## src/rtl/usbes_defines.vh

```
`ifndef USBES_DEFINES_VH
`define USBES_DEFINES_VH

// ----------------------------------------------------------------
// command codes (high nibble for per-endpoint groups)
// ----------------------------------------------------------------
`define USBES_GRP_STALL 4'h4
`define USBES_GRP_STATUS 4'h5
`define USBES_GRP_VALID 4'h6
`define USBES_GRP_CLEAR 4'h7
`define USBES_GRP_UNSTALL 4'h8
`define USBES_GRP_CHECK 4'hD
`define USBES_CMD_ACK 8'hF4
`define USBES_CMD_SCR_WR 8'hB2
`define USBES_CMD_SCR_RD 8'hB3
`define USBES_CMD_CFG_WR 8'hF0
`define USBES_CMD_CFG_RD 8'hF1
`define USBES_CMD_CNT_WR 8'hF2
`define USBES_CMD_CNT_RD 8'hF3

// ----------------------------------------------------------------
// endpoint status byte fields
// ----------------------------------------------------------------
`define USBES_ST_HALT 7
`define USBES_ST_FULL1 6
`define USBES_ST_FULL0 5
`define USBES_ST_TOG 4
`define USBES_ST_OVW 3
`define USBES_ST_SETUP 2
`define USBES_ST_CPU_BUFFER_SELECT 1

// ----------------------------------------------------------------
// dma registers
// ----------------------------------------------------------------
`define USBES_SCR_FN 15
`define USBES_SCR_MASK 16'h9FFF
`define USBES_CFG_CNTEN 15
`define USBES_CFG_SHORT 14
`define USBES_CFG_EP_HI 7
`define USBES_CFG_EP_LO 4
`define USBES_CFG_GO 3
`define USBES_CFG_MASK 16'hC0FB
`define USBES_REG_RESET 16'h0000
`define USBES_BYTE_RESET 8'h00
`define USBES_DMA_SKIP 2'h2
`define USBES_BURST_1 5'h01
`define USBES_BURST_4 5'h04
`define USBES_BURST_8 5'h08
`define USBES_BURST_16 5'h10

`endif

```

## src/rtl/usbes_ctrl.v

```verilog
`timescale 1ns/1ns
`include "usbes_defines.vh"

// Notes on behaviour
// - codes 50h-5Fh read status byte and clear endpoint interrupt bit
// - stall (40h+) sets halted bit 7, unstall (80h+) clears it
// - SETUP token automatically unhalts a halted control endpoint
// - leaving halt flushes buffer and resets toggle to DATA0
// - bit 6 secondary buffer full, bit 5 primary buffer full
// - bit 4 holds next data toggle, 0 DATA0, 1 DATA1
// - bit 3 set on setup setup_overwritten; read clears once setup written
// - bit 2 setup present; bit 1 CPU buffer, 0 primary
// - codes 61h-6Fh set IN full flag, switch CPU buffer if double
// - OUT full after packet, NAK after; 70h,72h-7Fh clear and switch
// - codes D0h-DFh return status copy without clearing anything
// - SETUP locks control validate and clear until F4h acknowledge
// - B2h/B3h register: bit 15 DMA on, 14-13 zero, 13 scratch bits
// - F0h/F1h config: bus reset clears DMA enable, keeps others
// - config bit 15 raises end-of-transfer when counter reaches zero
// - config bit 14: short OUT packet raises end-of-transfer
// - config bits 7-4 select DMA endpoint index
// - config bit 3 starts or ends DMA; reads started; bus reset clears
// - config bits 1-0 burst: 1, 4, 8 or 16 bytes
// - F2h/F3h counter written with count, read remaining, kept at reset
// - working counter reloads from counter register on DMA re-enable
// - counter reaching zero clears config bit 3, ending DMA
// - DMA skips two length bytes, starting at third buffer byte

module usbes_ctrl (
  input wire clk_i,
  input wire rst_n_i,
  input wire cs_n_i,
  input wire wr_n_i,
  input wire rd_n_i,
  input wire a0_i,
  input wire [7:0] data_i,
  output reg [7:0] data_o,
  output wire data_oe_o,
  input wire [15:0] ep_dir_in_i,
  input wire [15:0] ep_dbl_i,
  input wire bus_reset_i,
  input wire setup_rx_i,
  input wire setup_done_i,
  input wire pkt_done_i,
  input wire [3:0] pkt_ep_i,
  input wire short_pkt_i,
  input wire dma_byte_i,
  output reg [15:0] ep_int_clr_o,
  output wire [15:0] ep_halted_o,
  output wire [15:0] ep_toggle_o,
  output wire [15:0] ep_nak_o,
  output wire [15:0] ep_flush_o,
  output reg eot_o,
  output wire dma_active_o,
  output reg [3:0] dma_ep_o,
  output reg [4:0] dma_burst_o,
  output reg [1:0] dma_skip_o
);

// ----------------------------------------------------------------
// states of the command interpreter
// ----------------------------------------------------------------
localparam ST_IDLE = 2'b00;
localparam ST_WR = 2'b01;
localparam ST_RD = 2'b10;

// ----------------------------------------------------------------
// reset release and pin synchronisers
// ----------------------------------------------------------------
reg [1:0] rst_sync;
wire rst_n;
reg [11:0] pin_s1;
reg [11:0] pin_s2;
reg wr_d;
reg rd_d;
wire cs_s;
wire wr_s;
wire rd_s;
wire a0_s;
wire [7:0] din_s;
wire wr_strobe;
wire rd_done;

always @(posedge clk_i or negedge rst_n_i)
begin
  if (!rst_n_i)
    rst_sync <= 2'b00;
  else
    rst_sync <= {rst_sync[0], 1'b1};
end
assign rst_n = rst_sync[1];

always @(posedge clk_i or negedge rst_n)
begin
  if (!rst_n)
  begin
    pin_s1 <= 12'hFFF;
    pin_s2 <= 12'hFFF;
    wr_d <= 1'b1;
    rd_d <= 1'b1;
  end
  else
  begin
    pin_s1 <= {cs_n_i, wr_n_i, rd_n_i, a0_i, data_i};
    pin_s2 <= pin_s1;
    wr_d <= pin_s2[10];
    rd_d <= pin_s2[9];
  end
end

assign cs_s = ~pin_s2[11];
assign wr_s = pin_s2[10];
assign rd_s = pin_s2[9];
assign a0_s = pin_s2[8];
assign din_s = pin_s2[7:0];
// write data is taken at the trailing edge of the write strobe
assign wr_strobe = cs_s & wr_s & ~wr_d;
assign rd_done = cs_s & rd_s & ~rd_d;
assign data_oe_o = cs_s & ~rd_s & ~a0_s;

// ----------------------------------------------------------------
// command decode
// ----------------------------------------------------------------
reg [1:0] state;
reg [7:0] cmd;
reg byte_idx;
reg [7:0] low_byte;
reg setup_lock;
wire cmd_wr;
wire dat_wr;
wire [3:0] grp;
wire [3:0] sel;
wire [15:0] sel_hot;
wire do_stall;
wire do_unstall;
wire do_status;
wire do_valid;
wire do_clear;
wire do_ack;

assign cmd_wr = wr_strobe & a0_s;
assign dat_wr = wr_strobe & ~a0_s;
assign grp = din_s[7:4];
assign sel = din_s[3:0];
assign sel_hot = 16'h0001 << sel;
assign do_stall = cmd_wr & (grp == `USBES_GRP_STALL);
assign do_unstall = cmd_wr & (grp == `USBES_GRP_UNSTALL);
assign do_status = cmd_wr & (grp == `USBES_GRP_STATUS);
// control endpoints refuse validate and clear while a setup is unacked
assign do_valid = cmd_wr & (grp == `USBES_GRP_VALID) & (sel != 4'h0)
                & ~(setup_lock & (sel == 4'h1));
assign do_clear = cmd_wr & (grp == `USBES_GRP_CLEAR) & (sel != 4'h1)
                & ~(setup_lock & (sel == 4'h0));
assign do_ack = cmd_wr & (din_s == `USBES_CMD_ACK);

always @(posedge clk_i or negedge rst_n)
begin
  if (!rst_n)
    setup_lock <= 1'b0;
  else if (setup_rx_i)
    setup_lock <= 1'b1;
  else if (do_ack)
    setup_lock <= 1'b0;
end

// ----------------------------------------------------------------
// endpoint state, one instance per endpoint
// ----------------------------------------------------------------
wire [7:0] ep_status [0:15];
wire [15:0] pkt_hot;
wire [15:0] is_in;
wire [15:0] rd_clr;

assign pkt_hot = pkt_done_i ? (16'h0001 << pkt_ep_i) : 16'h0000;
assign rd_clr = (rd_done & (state == ST_RD) & (cmd[7:4] == `USBES_GRP_STATUS))
              ? (16'h0001 << cmd[3:0]) : 16'h0000;

genvar gi;
generate
  for (gi = 0; gi < 16; gi = gi + 1)
  begin : g_ep
    assign is_in[gi] = (gi == 0) ? 1'b0 :
                       (gi == 1) ? 1'b1 : ep_dir_in_i[gi];
    usbes_ep_state u_ep (
      .clk_i(clk_i),
      .rst_n_i(rst_n),
      .dbl_i((gi < 2) ? 1'b0 : ep_dbl_i[gi]),
      .is_in_i(is_in[gi]),
      .ctl_i((gi < 2) ? 1'b1 : 1'b0),
      .setup_buf_i((gi == 0) ? 1'b1 : 1'b0),
      .stall_i(do_stall & sel_hot[gi]),
      .unstall_i(do_unstall & sel_hot[gi]),
      .setup_i(setup_rx_i),
      .setup_done_i(setup_done_i),
      .ack_i(do_ack),
      .validate_i(do_valid & sel_hot[gi]),
      .clear_i(do_clear & sel_hot[gi]),
      .pkt_i(pkt_hot[gi]),
      .rd_status_i(rd_clr[gi]),
      .status_o(ep_status[gi]),
      .nak_o(ep_nak_o[gi]),
      .flush_o(ep_flush_o[gi])
    );
    assign ep_halted_o[gi] = ep_status[gi][`USBES_ST_HALT];
    assign ep_toggle_o[gi] = ep_status[gi][`USBES_ST_TOG];
  end
endgenerate

always @(posedge clk_i or negedge rst_n)
begin
  if (!rst_n)
    ep_int_clr_o <= 16'h0000;
  else
    ep_int_clr_o <= do_status ? sel_hot : 16'h0000;
end

// ----------------------------------------------------------------
// dma registers
// ----------------------------------------------------------------
reg [15:0] scratch;
reg [15:0] cfg;
reg [15:0] count_reg;
wire [15:0] remain;
wire cnt_zero;
wire wr_commit;
wire scr_load;
wire go_load;
wire short_end;

assign wr_commit = dat_wr & (state == ST_WR) & byte_idx;
assign dma_active_o = cfg[`USBES_CFG_GO] & scratch[`USBES_SCR_FN];
// reload whenever either enable is written to 1
assign scr_load = wr_commit & (cmd == `USBES_CMD_SCR_WR) & din_s[7];
assign go_load = wr_commit & (cmd == `USBES_CMD_CFG_WR) & low_byte[3];
assign short_end = pkt_done_i & short_pkt_i & ~is_in[pkt_ep_i]
                 & (pkt_ep_i == cfg[7:4]) & cfg[`USBES_CFG_SHORT]
                 & dma_active_o;

usbes_dma_count u_cnt (
  .clk_i(clk_i),
  .rst_n_i(rst_n),
  .load_i(scr_load | go_load),
  .load_val_i(count_reg),
  .run_i(dma_active_o),
  .byte_i(dma_byte_i),
  .count_o(remain),
  .zero_o(cnt_zero)
);

always @(posedge clk_i or negedge rst_n)
begin
  if (!rst_n)
  begin
    scratch <= `USBES_REG_RESET;
    cfg <= `USBES_REG_RESET;
    count_reg <= `USBES_REG_RESET;
    eot_o <= 1'b0;
  end
  else
  begin
    eot_o <= (cnt_zero & cfg[`USBES_CFG_CNTEN]) | short_end;
    if (wr_commit & (cmd == `USBES_CMD_SCR_WR))
      scratch <= {din_s, low_byte} & `USBES_SCR_MASK;
    if (wr_commit & (cmd == `USBES_CMD_CNT_WR))
      count_reg <= {din_s, low_byte};
    if (wr_commit & (cmd == `USBES_CMD_CFG_WR))
      cfg <= {din_s, low_byte} & `USBES_CFG_MASK;
    else if (bus_reset_i | cnt_zero | short_end)
      cfg[`USBES_CFG_GO] <= 1'b0;
  end
end

always @(posedge clk_i or negedge rst_n)
begin
  if (!rst_n)
  begin
    dma_ep_o <= 4'h0;
    dma_burst_o <= `USBES_BURST_1;
    dma_skip_o <= `USBES_DMA_SKIP;
  end
  else
  begin
    dma_ep_o <= cfg[`USBES_CFG_EP_HI:`USBES_CFG_EP_LO];
    dma_skip_o <= `USBES_DMA_SKIP;
    case (cfg[1:0])
      2'b00: dma_burst_o <= `USBES_BURST_1;
      2'b01: dma_burst_o <= `USBES_BURST_4;
      2'b10: dma_burst_o <= `USBES_BURST_8;
      default: dma_burst_o <= `USBES_BURST_16;
    endcase
  end
end

// ----------------------------------------------------------------
// transaction sequencing
// ----------------------------------------------------------------
always @(posedge clk_i or negedge rst_n)
begin
  if (!rst_n)
  begin
    state <= ST_IDLE;
    cmd <= `USBES_BYTE_RESET;
    byte_idx <= 1'b0;
    low_byte <= `USBES_BYTE_RESET;
  end
  else if (cmd_wr)
  begin
    cmd <= din_s;
    byte_idx <= 1'b0;
    // a new command always aborts an unfinished data phase
    case (din_s)
      `USBES_CMD_SCR_WR, `USBES_CMD_CFG_WR, `USBES_CMD_CNT_WR:
        state <= ST_WR;
      `USBES_CMD_SCR_RD, `USBES_CMD_CFG_RD, `USBES_CMD_CNT_RD:
        state <= ST_RD;
      default:
        if (grp == `USBES_GRP_STATUS || grp == `USBES_GRP_CHECK)
          state <= ST_RD;
        else
          state <= ST_IDLE;
    endcase
  end
  else
  begin
    case (state)
      ST_WR:
        if (dat_wr)
        begin
          low_byte <= din_s;
          byte_idx <= ~byte_idx;
          if (byte_idx)
            state <= ST_IDLE;
        end
      ST_RD:
        if (rd_done)
        begin
          byte_idx <= ~byte_idx;
          if (byte_idx | (cmd[7:4] == `USBES_GRP_STATUS)
              | (cmd[7:4] == `USBES_GRP_CHECK))
            state <= ST_IDLE;
        end
      default:
        state <= ST_IDLE;
    endcase
  end
end

// ----------------------------------------------------------------
// read data path
// ----------------------------------------------------------------
reg [15:0] rd_word;

always @*
begin
  case (cmd)
    `USBES_CMD_SCR_RD: rd_word = scratch;
    `USBES_CMD_CFG_RD: rd_word = cfg;
    `USBES_CMD_CNT_RD: rd_word = remain;
    default: rd_word = {8'h00, ep_status[cmd[3:0]]};
  endcase
end

always @(posedge clk_i or negedge rst_n)
begin
  if (!rst_n)
    data_o <= `USBES_BYTE_RESET;
  else if (state == ST_RD)
    data_o <= byte_idx ? rd_word[15:8] : rd_word[7:0];
  else
    data_o <= `USBES_BYTE_RESET;
end

endmodule

```

## src/rtl/usbes_dma_count.v

```verilog
`timescale 1ns/1ns
`include "usbes_defines.vh"

module usbes_dma_count (
  input wire clk_i,
  input wire rst_n_i,
  input wire load_i,
  input wire [15:0] load_val_i,
  input wire run_i,
  input wire byte_i,
  output reg [15:0] count_o,
  output reg zero_o
);

always @(posedge clk_i or negedge rst_n_i)
begin
  if (!rst_n_i)
  begin
    count_o <= `USBES_REG_RESET;
    zero_o <= 1'b0;
  end
  else
  begin
    zero_o <= 1'b0;
    if (load_i)
      count_o <= load_val_i;
    else if (run_i & byte_i & (count_o != 16'h0000))
    begin
      count_o <= count_o - 16'h0001;
      zero_o <= (count_o == 16'h0001);
    end
  end
end

endmodule

```

## src/rtl/usbes_ep_state.v

```verilog
`timescale 1ns/1ns
`include "usbes_defines.vh"

module usbes_ep_state (
  input wire clk_i,
  input wire rst_n_i,
  input wire dbl_i,
  input wire is_in_i,
  input wire ctl_i,
  input wire setup_buf_i,
  input wire stall_i,
  input wire unstall_i,
  input wire setup_i,
  input wire setup_done_i,
  input wire ack_i,
  input wire validate_i,
  input wire clear_i,
  input wire pkt_i,
  input wire rd_status_i,
  output wire [7:0] status_o,
  output wire nak_o,
  output reg flush_o
);

reg halted;
reg [1:0] full;
reg tog;
reg ovw;
reg setup_p;
reg cpu_buf;
reg usb_buf;
reg pend;
reg writing;
reg [1:0] next_full;
reg next_cpu;
reg next_usb;
reg next_tog;
wire leave;
wire pkt_ok;
wire setup_here;

assign setup_here = setup_i & setup_buf_i;
// setup unhalts only control endpoints; unstall always re-initialises
assign leave = unstall_i | (setup_i & ctl_i & halted);
assign pkt_ok = pkt_i & ~halted & (is_in_i ? full[usb_buf] : ~full[usb_buf]);
assign nak_o = ~is_in_i & full[usb_buf];
assign status_o = {halted, full[1], full[0], tog, ovw, setup_p,
                   cpu_buf, 1'b0};

always @*
begin
  next_full = full;
  next_cpu = cpu_buf;
  next_usb = usb_buf;
  next_tog = tog;
  if (validate_i | clear_i)
  begin
    next_full[cpu_buf] = validate_i;
    if (dbl_i)
      next_cpu = ~cpu_buf;
  end
  if (pkt_ok)
  begin
    next_full[usb_buf] = ~is_in_i;
    next_tog = ~tog;
    if (dbl_i)
      next_usb = ~usb_buf;
  end
  if (leave)
  begin
    next_full = 2'b00;
    next_cpu = 1'b0;
    next_usb = 1'b0;
    next_tog = 1'b0;
  end
  if (setup_here)
    next_full[0] = 1'b1;
end

always @(posedge clk_i or negedge rst_n_i)
begin
  if (!rst_n_i)
  begin
    halted <= 1'b0;
    full <= 2'b00;
    tog <= 1'b0;
    ovw <= 1'b0;
    setup_p <= 1'b0;
    cpu_buf <= 1'b0;
    usb_buf <= 1'b0;
    pend <= 1'b0;
    writing <= 1'b0;
    flush_o <= 1'b0;
  end
  else
  begin
    full <= next_full;
    cpu_buf <= next_cpu;
    usb_buf <= next_usb;
    tog <= next_tog;
    flush_o <= leave;
    if (stall_i)
      halted <= 1'b1;
    else if (leave)
      halted <= 1'b0;
    if (setup_here)
      setup_p <= 1'b1;
    else if (clear_i)
      setup_p <= 1'b0;
    // set wins over the read-clear
    if (setup_here & pend)
      ovw <= 1'b1;
    else if (rd_status_i & ~writing)
      ovw <= 1'b0;
    if (setup_here)
      pend <= 1'b1;
    else if (ack_i | stall_i)
      pend <= 1'b0;
    if (setup_here)
      writing <= 1'b1;
    else if (setup_done_i)
      writing <= 1'b0;
  end
end

endmodule

```

## config.mk

```make
export PLATFORM = sky130hd
export DESIGN_NAME = usbes_ctrl
export DESIGN_NICKNAME = d
export VERILOG_FILES = /design/src/rtl/usbes_ctrl.v /design/src/rtl/usbes_dma_count.v /design/src/rtl/usbes_ep_state.v
export VERILOG_INCLUDE_DIRS = /design/src /design/src/rtl
export SDC_FILE = /design/constraint.sdc
export NUM_CORES = 1
export LEC_CHECK = 0
export ABC_AREA = 1
export BUFFER_PORTS_ARGS = -buffer_cell sky130_fd_sc_hd__buf_4
export CAP_MARGIN = 10
export CORE_MARGIN = 4
export CORE_UTILIZATION = 35
export DETAILED_ROUTE_END_ITERATION = 8
export GPL_TIMING_DRIVEN = 1
export PLACE_DENSITY = 0.53
export SLEW_MARGIN = 20
export SYNTH_ARGS = -nofsm -noshare
export SYNTH_HDL_FRONTEND = slang
export SYNTH_HIERARCHICAL = 1
export SYNTH_SLANG_ARGS = --single-unit
```

## constraint.sdc

```tcl
create_clock -name clk_i -period 9.73 [get_ports clk_i]
set_input_delay 0.4865 -clock clk_i [delete_from_list [all_inputs] [get_ports clk_i]]
set_output_delay 0.4865 -clock clk_i [all_outputs]
set_load 0.01 [all_outputs]
```

## Word-level counts from Yosys, hierarchy flattened

Cells that the tools add are included.
Widths: inputs -> output; s select.

- Add/sub/neg operators: 1
- $lt $le $gt $ge: 58
- Eq/ne operators: 33
- Shift operators: 3
- Multiplexer cells: 363
- Bitwise gates (word level): 278
- Reductions and logical operators: 136

Operators by type and width:

| kind | number |
|---|---|
| $mux 1 | 242 |
| $and 1x1->1 | 152 |
| $reduce_bool 2->1 | 67 |
| $eq 8x8->1 const B | 13 |
| $mux 2 | 50 |
| $not 1->1 | 100 |
| $mux 16 | 4 |
| $bwmux 2 | 28 |
| $lt 1x2->1 const B | 28 |
| $reduce_and 2->1 | 28 |
| $pmux 16 s3 | 1 |
| $bmux 8 s4 | 1 |
| $mux 8 | 4 |
| $shl 1x4->16 const A | 2 |
| $demux 1 s1 | 28 |
| $ge 1x1->1 const B | 28 |
| $logic_and 1x1->1 | 28 |
| $or 1x1->1 | 25 |
| $eq 4x3->1 const B | 5 |
| $eq 16x1->1 const B | 1 |
| $reduce_bool 16->1 | 1 |
| $sub 16x1->16 const B | 1 |
| $pmux 5 s3 | 1 |
| $eq 4x4->1 const B | 3 |
| 21 further kinds | 31 |

- Register bits after elaboration: 250
- Bits of input ports: 56
- Output and inout bits: 102
- Word-level logic and storage cells: 991

## Depth between registers and ports, before layout

- Depth in word-level cells: 13
- Depth in mapped cells: 15
- Mapped depth without buffers: 13

## Modules after synthesis

The synthesis kept the hierarchy.

Modules (own cells, without submodules):

| module | times used | cells an instance | area an instance (um^2) |
|---|---|---|---|
| usbes_ctrl | 1 | 1123 | 7143.1 |
| usbes_ep_state (g_ep[0].u_ep ...) | 9 | 69 | 579.3 |
| usbes_ep_state (g_ep[3].u_ep ...) | 7 | 69 | 599.3 |
| usbes_dma_count | 1 | 200 | 1291.2 |

## Worst setup path before layout

Ideal clock, no wire load.

- Path kind: flip-flop to flip-flop
- From: reg pin_s2[10]
- To: reg u_cnt.count_o[4]
- Library setup time: 0.124 ns
- Arrival time: 2.151 ns
- Data required time: 9.606 ns
- Path slack: 7.455 ns
- Stages on the path, launching flop included: 15
- Buffers on the path: 3
- Clock period less this slack: 2.275 ns
- Cells stage by stage: dfstp_2 > inv_1 > nor2_2 > nand2_1 > nor2_1 > nand2_2 > nor2_4 > nand4_1 > clkbuf_1 > o21ai_0 > buf_2 > clkbuf_1 > a21oi_1 > nand2_1 > nand3_1

- Cells in the longest elaborated chain, start to end: 9
- Elaborated cells on any way between the ends: 12
- Classes of those cells: mux: 1; bitwise: 10; reduce/logical: 1

Ends and longest elaborated chain:

| item | line | text |
|---|---|---|
| from (decl) | usbes_ctrl.v:73 | `reg [11:0] pin_s2;` |
| from (signal assigned) | usbes_ctrl.v:105 | `pin_s2 <= pin_s1;` |
| $and 1x1->1 * (2 in a row) | usbes_ctrl.v:117 | `assign wr_strobe = cs_s & wr_s & ~wr_d;` |
| $and 1x1->1 * | usbes_ctrl.v:142 | `assign dat_wr = wr_strobe & ~a0_s;` |
| $and 1x1->1 * (2 in a row) | usbes_ctrl.v:230 | `assign wr_commit = dat_wr & (state == ST_WR) & byte_idx;` |
| $and 1x1->1, on equally long branches (2 in a row) | usbes_ctrl.v:233, usbes_ctrl.v:234 |  |
| $or 1x1->1 * | usbes_ctrl.v:242 | `.load_i(scr_load \| go_load),` |
| $mux 16 / $reduce_bool 2->1 (equally long branches) | n/a |  |
| to (signal assigned) | usbes_dma_count.v:19 | `` count_o <= `USBES_REG_RESET; `` |
| to (signal assigned) | usbes_dma_count.v:26 | `count_o <= load_val_i;` |
| to (signal assigned) | usbes_dma_count.v:29 | `count_o <= count_o - 16'h0001;` |
| to (decl) | usbes_dma_count.v:11 | `output reg [15:0] count_o,` |

Every way passes the cells marked *; elsewhere a longest branch is shown, timed or not.
A chain may end at the register's enable or synchronous reset.

## Final worst setup path

- From: reg cmd[1]
- To: reg u_cnt.zero_o

- Cells in the longest elaborated chain, start to end: 5
- Elaborated cells on any way between the ends: 8
- Classes of those cells: eq/ne: 2; mux: 1; bitwise: 5

Ends and longest elaborated chain:

| item | line | text |
|---|---|---|
| from (decl) | usbes_ctrl.v:125 | `reg [7:0] cmd;` |
| from (signal assigned) | usbes_ctrl.v:302 | `` cmd <= `USBES_BYTE_RESET; `` |
| from (signal assigned) | usbes_ctrl.v:308 | `cmd <= din_s;` |
| $eq 8x8->1 (no line) | n/a |  |
| $and 1x1->1, on equally long branches (2 in a row) | usbes_ctrl.v:233, usbes_ctrl.v:234 |  |
| $or 1x1->1 * | usbes_ctrl.v:242 |  |
| $mux 1 * | usbes_dma_count.v:25 | `if (load_i)` |
| to (signal assigned) | usbes_dma_count.v:30 | `zero_o <= (count_o == 16'h0001);` |
| to (decl) | usbes_dma_count.v:12 | `output reg zero_o` |

Marked as above.

==> reports/qor.csv <==
stage,metric,value,unit
synthesis,synth_compound_area_share,10.6,%
timing,worst_pin_slew,1.17,ns
timing,final_max_slew_viol_count,0,
floorplanning,die_w,234,um
cts,cts_tree,built,
worst_setup_path,r2r_slack,6.39,ns
floorplanning,coreArea,50300,sq um
final_layout,diodes,0,
synthesis,synth-simple-area-share,31.0,%
timing,layout_setup_ws,6.39,ns
worst_setup_path,crit_chain,buf_4 > inv_2 > nor2_1 > nand4_1 > buf_4 > o21ai_0 > buf_4 > inv_1 > nand4_1 > nor4_1,
synthesis,synthArstFlopShare,100,%
cts,clock_path_buffers,3,
final_layout,layout_common_cells,"nand2_1, inv_1, dfrtp_1, nor2_1, buf_4",
synthesis,synthAdderAreaFrac,1.26,%
worst_setup_path,crit_arrival,3.73,ns
power_and_ir_drop,power.leakage,10.5,nW
worst_setup_path,crit_type,flip-flop to flip-flop,
final_layout,drive_gt1_share,16.7,%
worst_hold_path,whs_path_depth,1,
drt,wl_per_cell,17.0,um
worst_setup_path,cpMaxStageDelayCell,inv_2,
status,status,"complete, no violations",
final_layout,multiInputGateArea,7940,sq um
final_layout,largest_reg_flops,32,
grt,grt_usage,20.4,%
cts,clk_pin_slew_worst_paths,0.06,ns
timing,setup_viol,0,
floorplanning,io_pins,158,
grt,grt_max_degree,149,
floorplanning,num_rows,82,
timing,period_needed,3.34,ns
grt,antenna_found_initial,2,
grt,grt_remaining_overflow,0,
power_and_ir_drop,vdd_drop_max,0.170,mV
drt,vias_per_cell,4.73,
worst_setup_path,cp_max_fo,44,
cts,postCtsSetupRepairBufs,0,
synthesis,yosys-mux-area-fraction,0,%
cts,clock_sinks,313,
worst_setup_path,start_kind,flip-flop,
cts,cts_buffers,38,
drt,antenna_left,0,
floorplanning,die_h,234,um
worst_setup_path,worst_path_most_repeated_cell,buf_4,
drt,wirelength,55200,um
final_layout,nNetsFinal,2616,
synthesis,synth_top_area_cell,dfrtp_1,
synthesis,synth_edf_count,0,
worst_hold_path,hold_end,pin_s1[6],
placed_design,gp_congestion,0.876,
drt,drt_first_pass_iters,7,
worst_hold_path,hold_class,input port to flip-flop,
floorplanning,initial_utilization,35.5,%
synthesis,synth_top_area_share,40.1,%
synthesis,syn_avg_cell_area,7.35,sq um
synthesis,synth-xor-area-share,0.0982,%
placed_design,post-place-ws,6.37,ns
synthesis,syn_area,17800,sq um
synthesis,ys_top_cells_by_area,"dfrtp_1, nand2_1, inv_1",
worst_setup_path,r2r.worst_path.cells,10,
cts,h-tree-depth,2,
worst_setup_path,cp_top_family,buffers and inverters,
timing,slew-limit-headroom,22.1,%
worst_hold_path,holdCritStartpoint,data_i[6],
final_layout,syn2layout_area_growth,14.8,%
final_layout,largest_register,g_ep.u_ep/full,
worst_setup_path,crit_required,10.13,ns
final_layout,register_area,7870,sq um
run,maxCapViolations,0,
synthesis,synth-seq-cells,313,
timing,period_share,34.3,%
worst_setup_path,r2r-start,cmd[1],
timing,finalHoldViolations,0,
worst_setup_path,crit_path_end_kind,flip-flop,
synthesis,synthFlopType,dfrtp_1,
drt,drt_iter0_markers,1084,
final_layout,fillers,5296,
synthesis,yosysSeqAreaShare,44.1,%
synthesis,ys_types,44,
drt,via_count,15300,
grt,grt_pass1_wl,86500,um
cts,clk_latency,0.56,ns
worst_setup_path,cp_slowest_stage_delay,0.49,ns
placed_design,place_hpwl,40800,um
drt,drc,0,
power_and_ir_drop,powerDensity,175,nW/um^2
timing,max_freq,0.300,GHz
final_layout,final_common_cell,nand2_1,
synthesis,ys.warnings.count,6,
placed_design,portBuffers,149,
timing,rsz0062_at_grt,false,
worst_setup_path,crit_buf_inv,5,
timing,skew,0.0171,ns
cts,root_buffer,clkbuf_16,
worst_setup_path,timing.rr.end,u_cnt/zero_o,
synthesis,syn-instance-count,2427,
synthesis,synth_top_family_by_area,simple AND/OR/NAND/NOR gates,
grt,grt_pass1_vias,14900,
timing,tns,0,ns
floorplanning,die_area,54700,sq um
[synthesized netlist by cell type, types with 23 or more instances]
| cell type | number |
|---|---|
| clkbuf_1 | 23 |
| nand2_1 | 784 |
| buf_4 | 101 |
| nor2_1 | 258 |
| a21oi_1 | 82 |
| nand3_1 | 109 |
| o21ai_0 | 98 |
| nand2_2 | 31 |
| o21ai_1 | 40 |
| inv_2 | 25 |
| nand3_2 | 34 |
| dfstp_2 | 27 |
| dfrtp_1 | 286 |
| inv_1 | 304 |
[cells by family (layout without fill, tap and decap cells)]
| kind of cell | after synthesis | after routing |
|---|---|---|
| xor+xnor | 2 | 2 |
| other cells | 18 | 70 |
| simple gates | 1277 | 1277 |
| fa+ha+maj | 18 | 18 |
| compound gates | 317 | 317 |
| flops | 313 | 313 |
| buf+inv | 482 | 574 |
[repair_timing]
| item | CTS | global route |
|---|---|---|
| endpoints found under the hold margin | 8 | 0 |
| gates resized for setup | 0 | 0 |
| hold buffers | 7 | 0 |
[area by class of cell]
| type | instances | share of cell area (%) |
|---|---|---|
| clock buffers | 56 | 5.42 |
| clock inverters | 13 | 0.775 |
| inverters | 337 | 6.26 |
| multi-input cells | 1684 | 38.7 |
| flip-flops and latches | 313 | 38.4 |
| well taps | 672 | 4.10 |
| repair buffers | 168 | 6.30 |
[layer usage]
metal / wire length, um / up-vias / share of wire [%] / track usage [%]
met4: 1510 / 4 / 2.7 / 5.81
met2: 24600 / 338 / 45 / 31.7
met3: 3100 / 76 / 5.6 / 3.86
met5: 22 / - / 0.040 / 0
li1: - / 7619 / - / -
met1: 25900 / 7304 / 47 / 29.0
[metrics by stage]
stage | util [%] | area [sq um] | std cells | total power (W) | hold WS, ns
after floorplan | - | 18000 | 2479 | 0.00194 | 0.191
after global placement | 38.1 | 19200 | 3167 | 0.00214 | 0.271
after detailed placement | 38.1 | 19200 | 3167 | 0.00215 | 0.272
after CTS | 40.8 | 20500 | 3243 | 0.00363 | 0.000742
after global routing | 40.8 | 20500 | 3243 | 0.00378 | 0.00374
final | 40.8 | 20500 | 3243 | 0.00359 | 0.0379
[worst reg2reg max path, stage by stage (launching register included)]
cell	delay, ns
dfrtp_1	0.36
buf_4	0.28
inv_2	0.52
nor2_1	0.16
nand4_1	0.13
buf_4	0.30
o21ai_0	0.13
buf_4	0.23
inv_1	0.46
nand4_1	0.17
nor4_1	0.43
[report_power, final]
group          internal, W  total, W  switching (W)
Sequential         0.00140   0.00150       0.000106
Combinational     0.000220  0.000629       0.000409
Clock             0.000874   0.00145       0.000580
[how the worst max path moves through the flow]
stage,end,startpoint,slack [ns],cells after the start
final,u_cnt/zero_o,cmd[1],6.39,10
after global routing,u_cnt/zero_o,cmd[1],6.03,10
after CTS,u_cnt/zero_o,cmd[1],6.33,10
after detailed placement,u_cnt/zero_o,cmd[1],6.37,10
after global placement,u_cnt/zero_o,cmd[1],6.38,10
after floorplan,byte_idx,rst_sync[1],0.41,0
No activity file was read; power rests on OpenSTA's default activity.
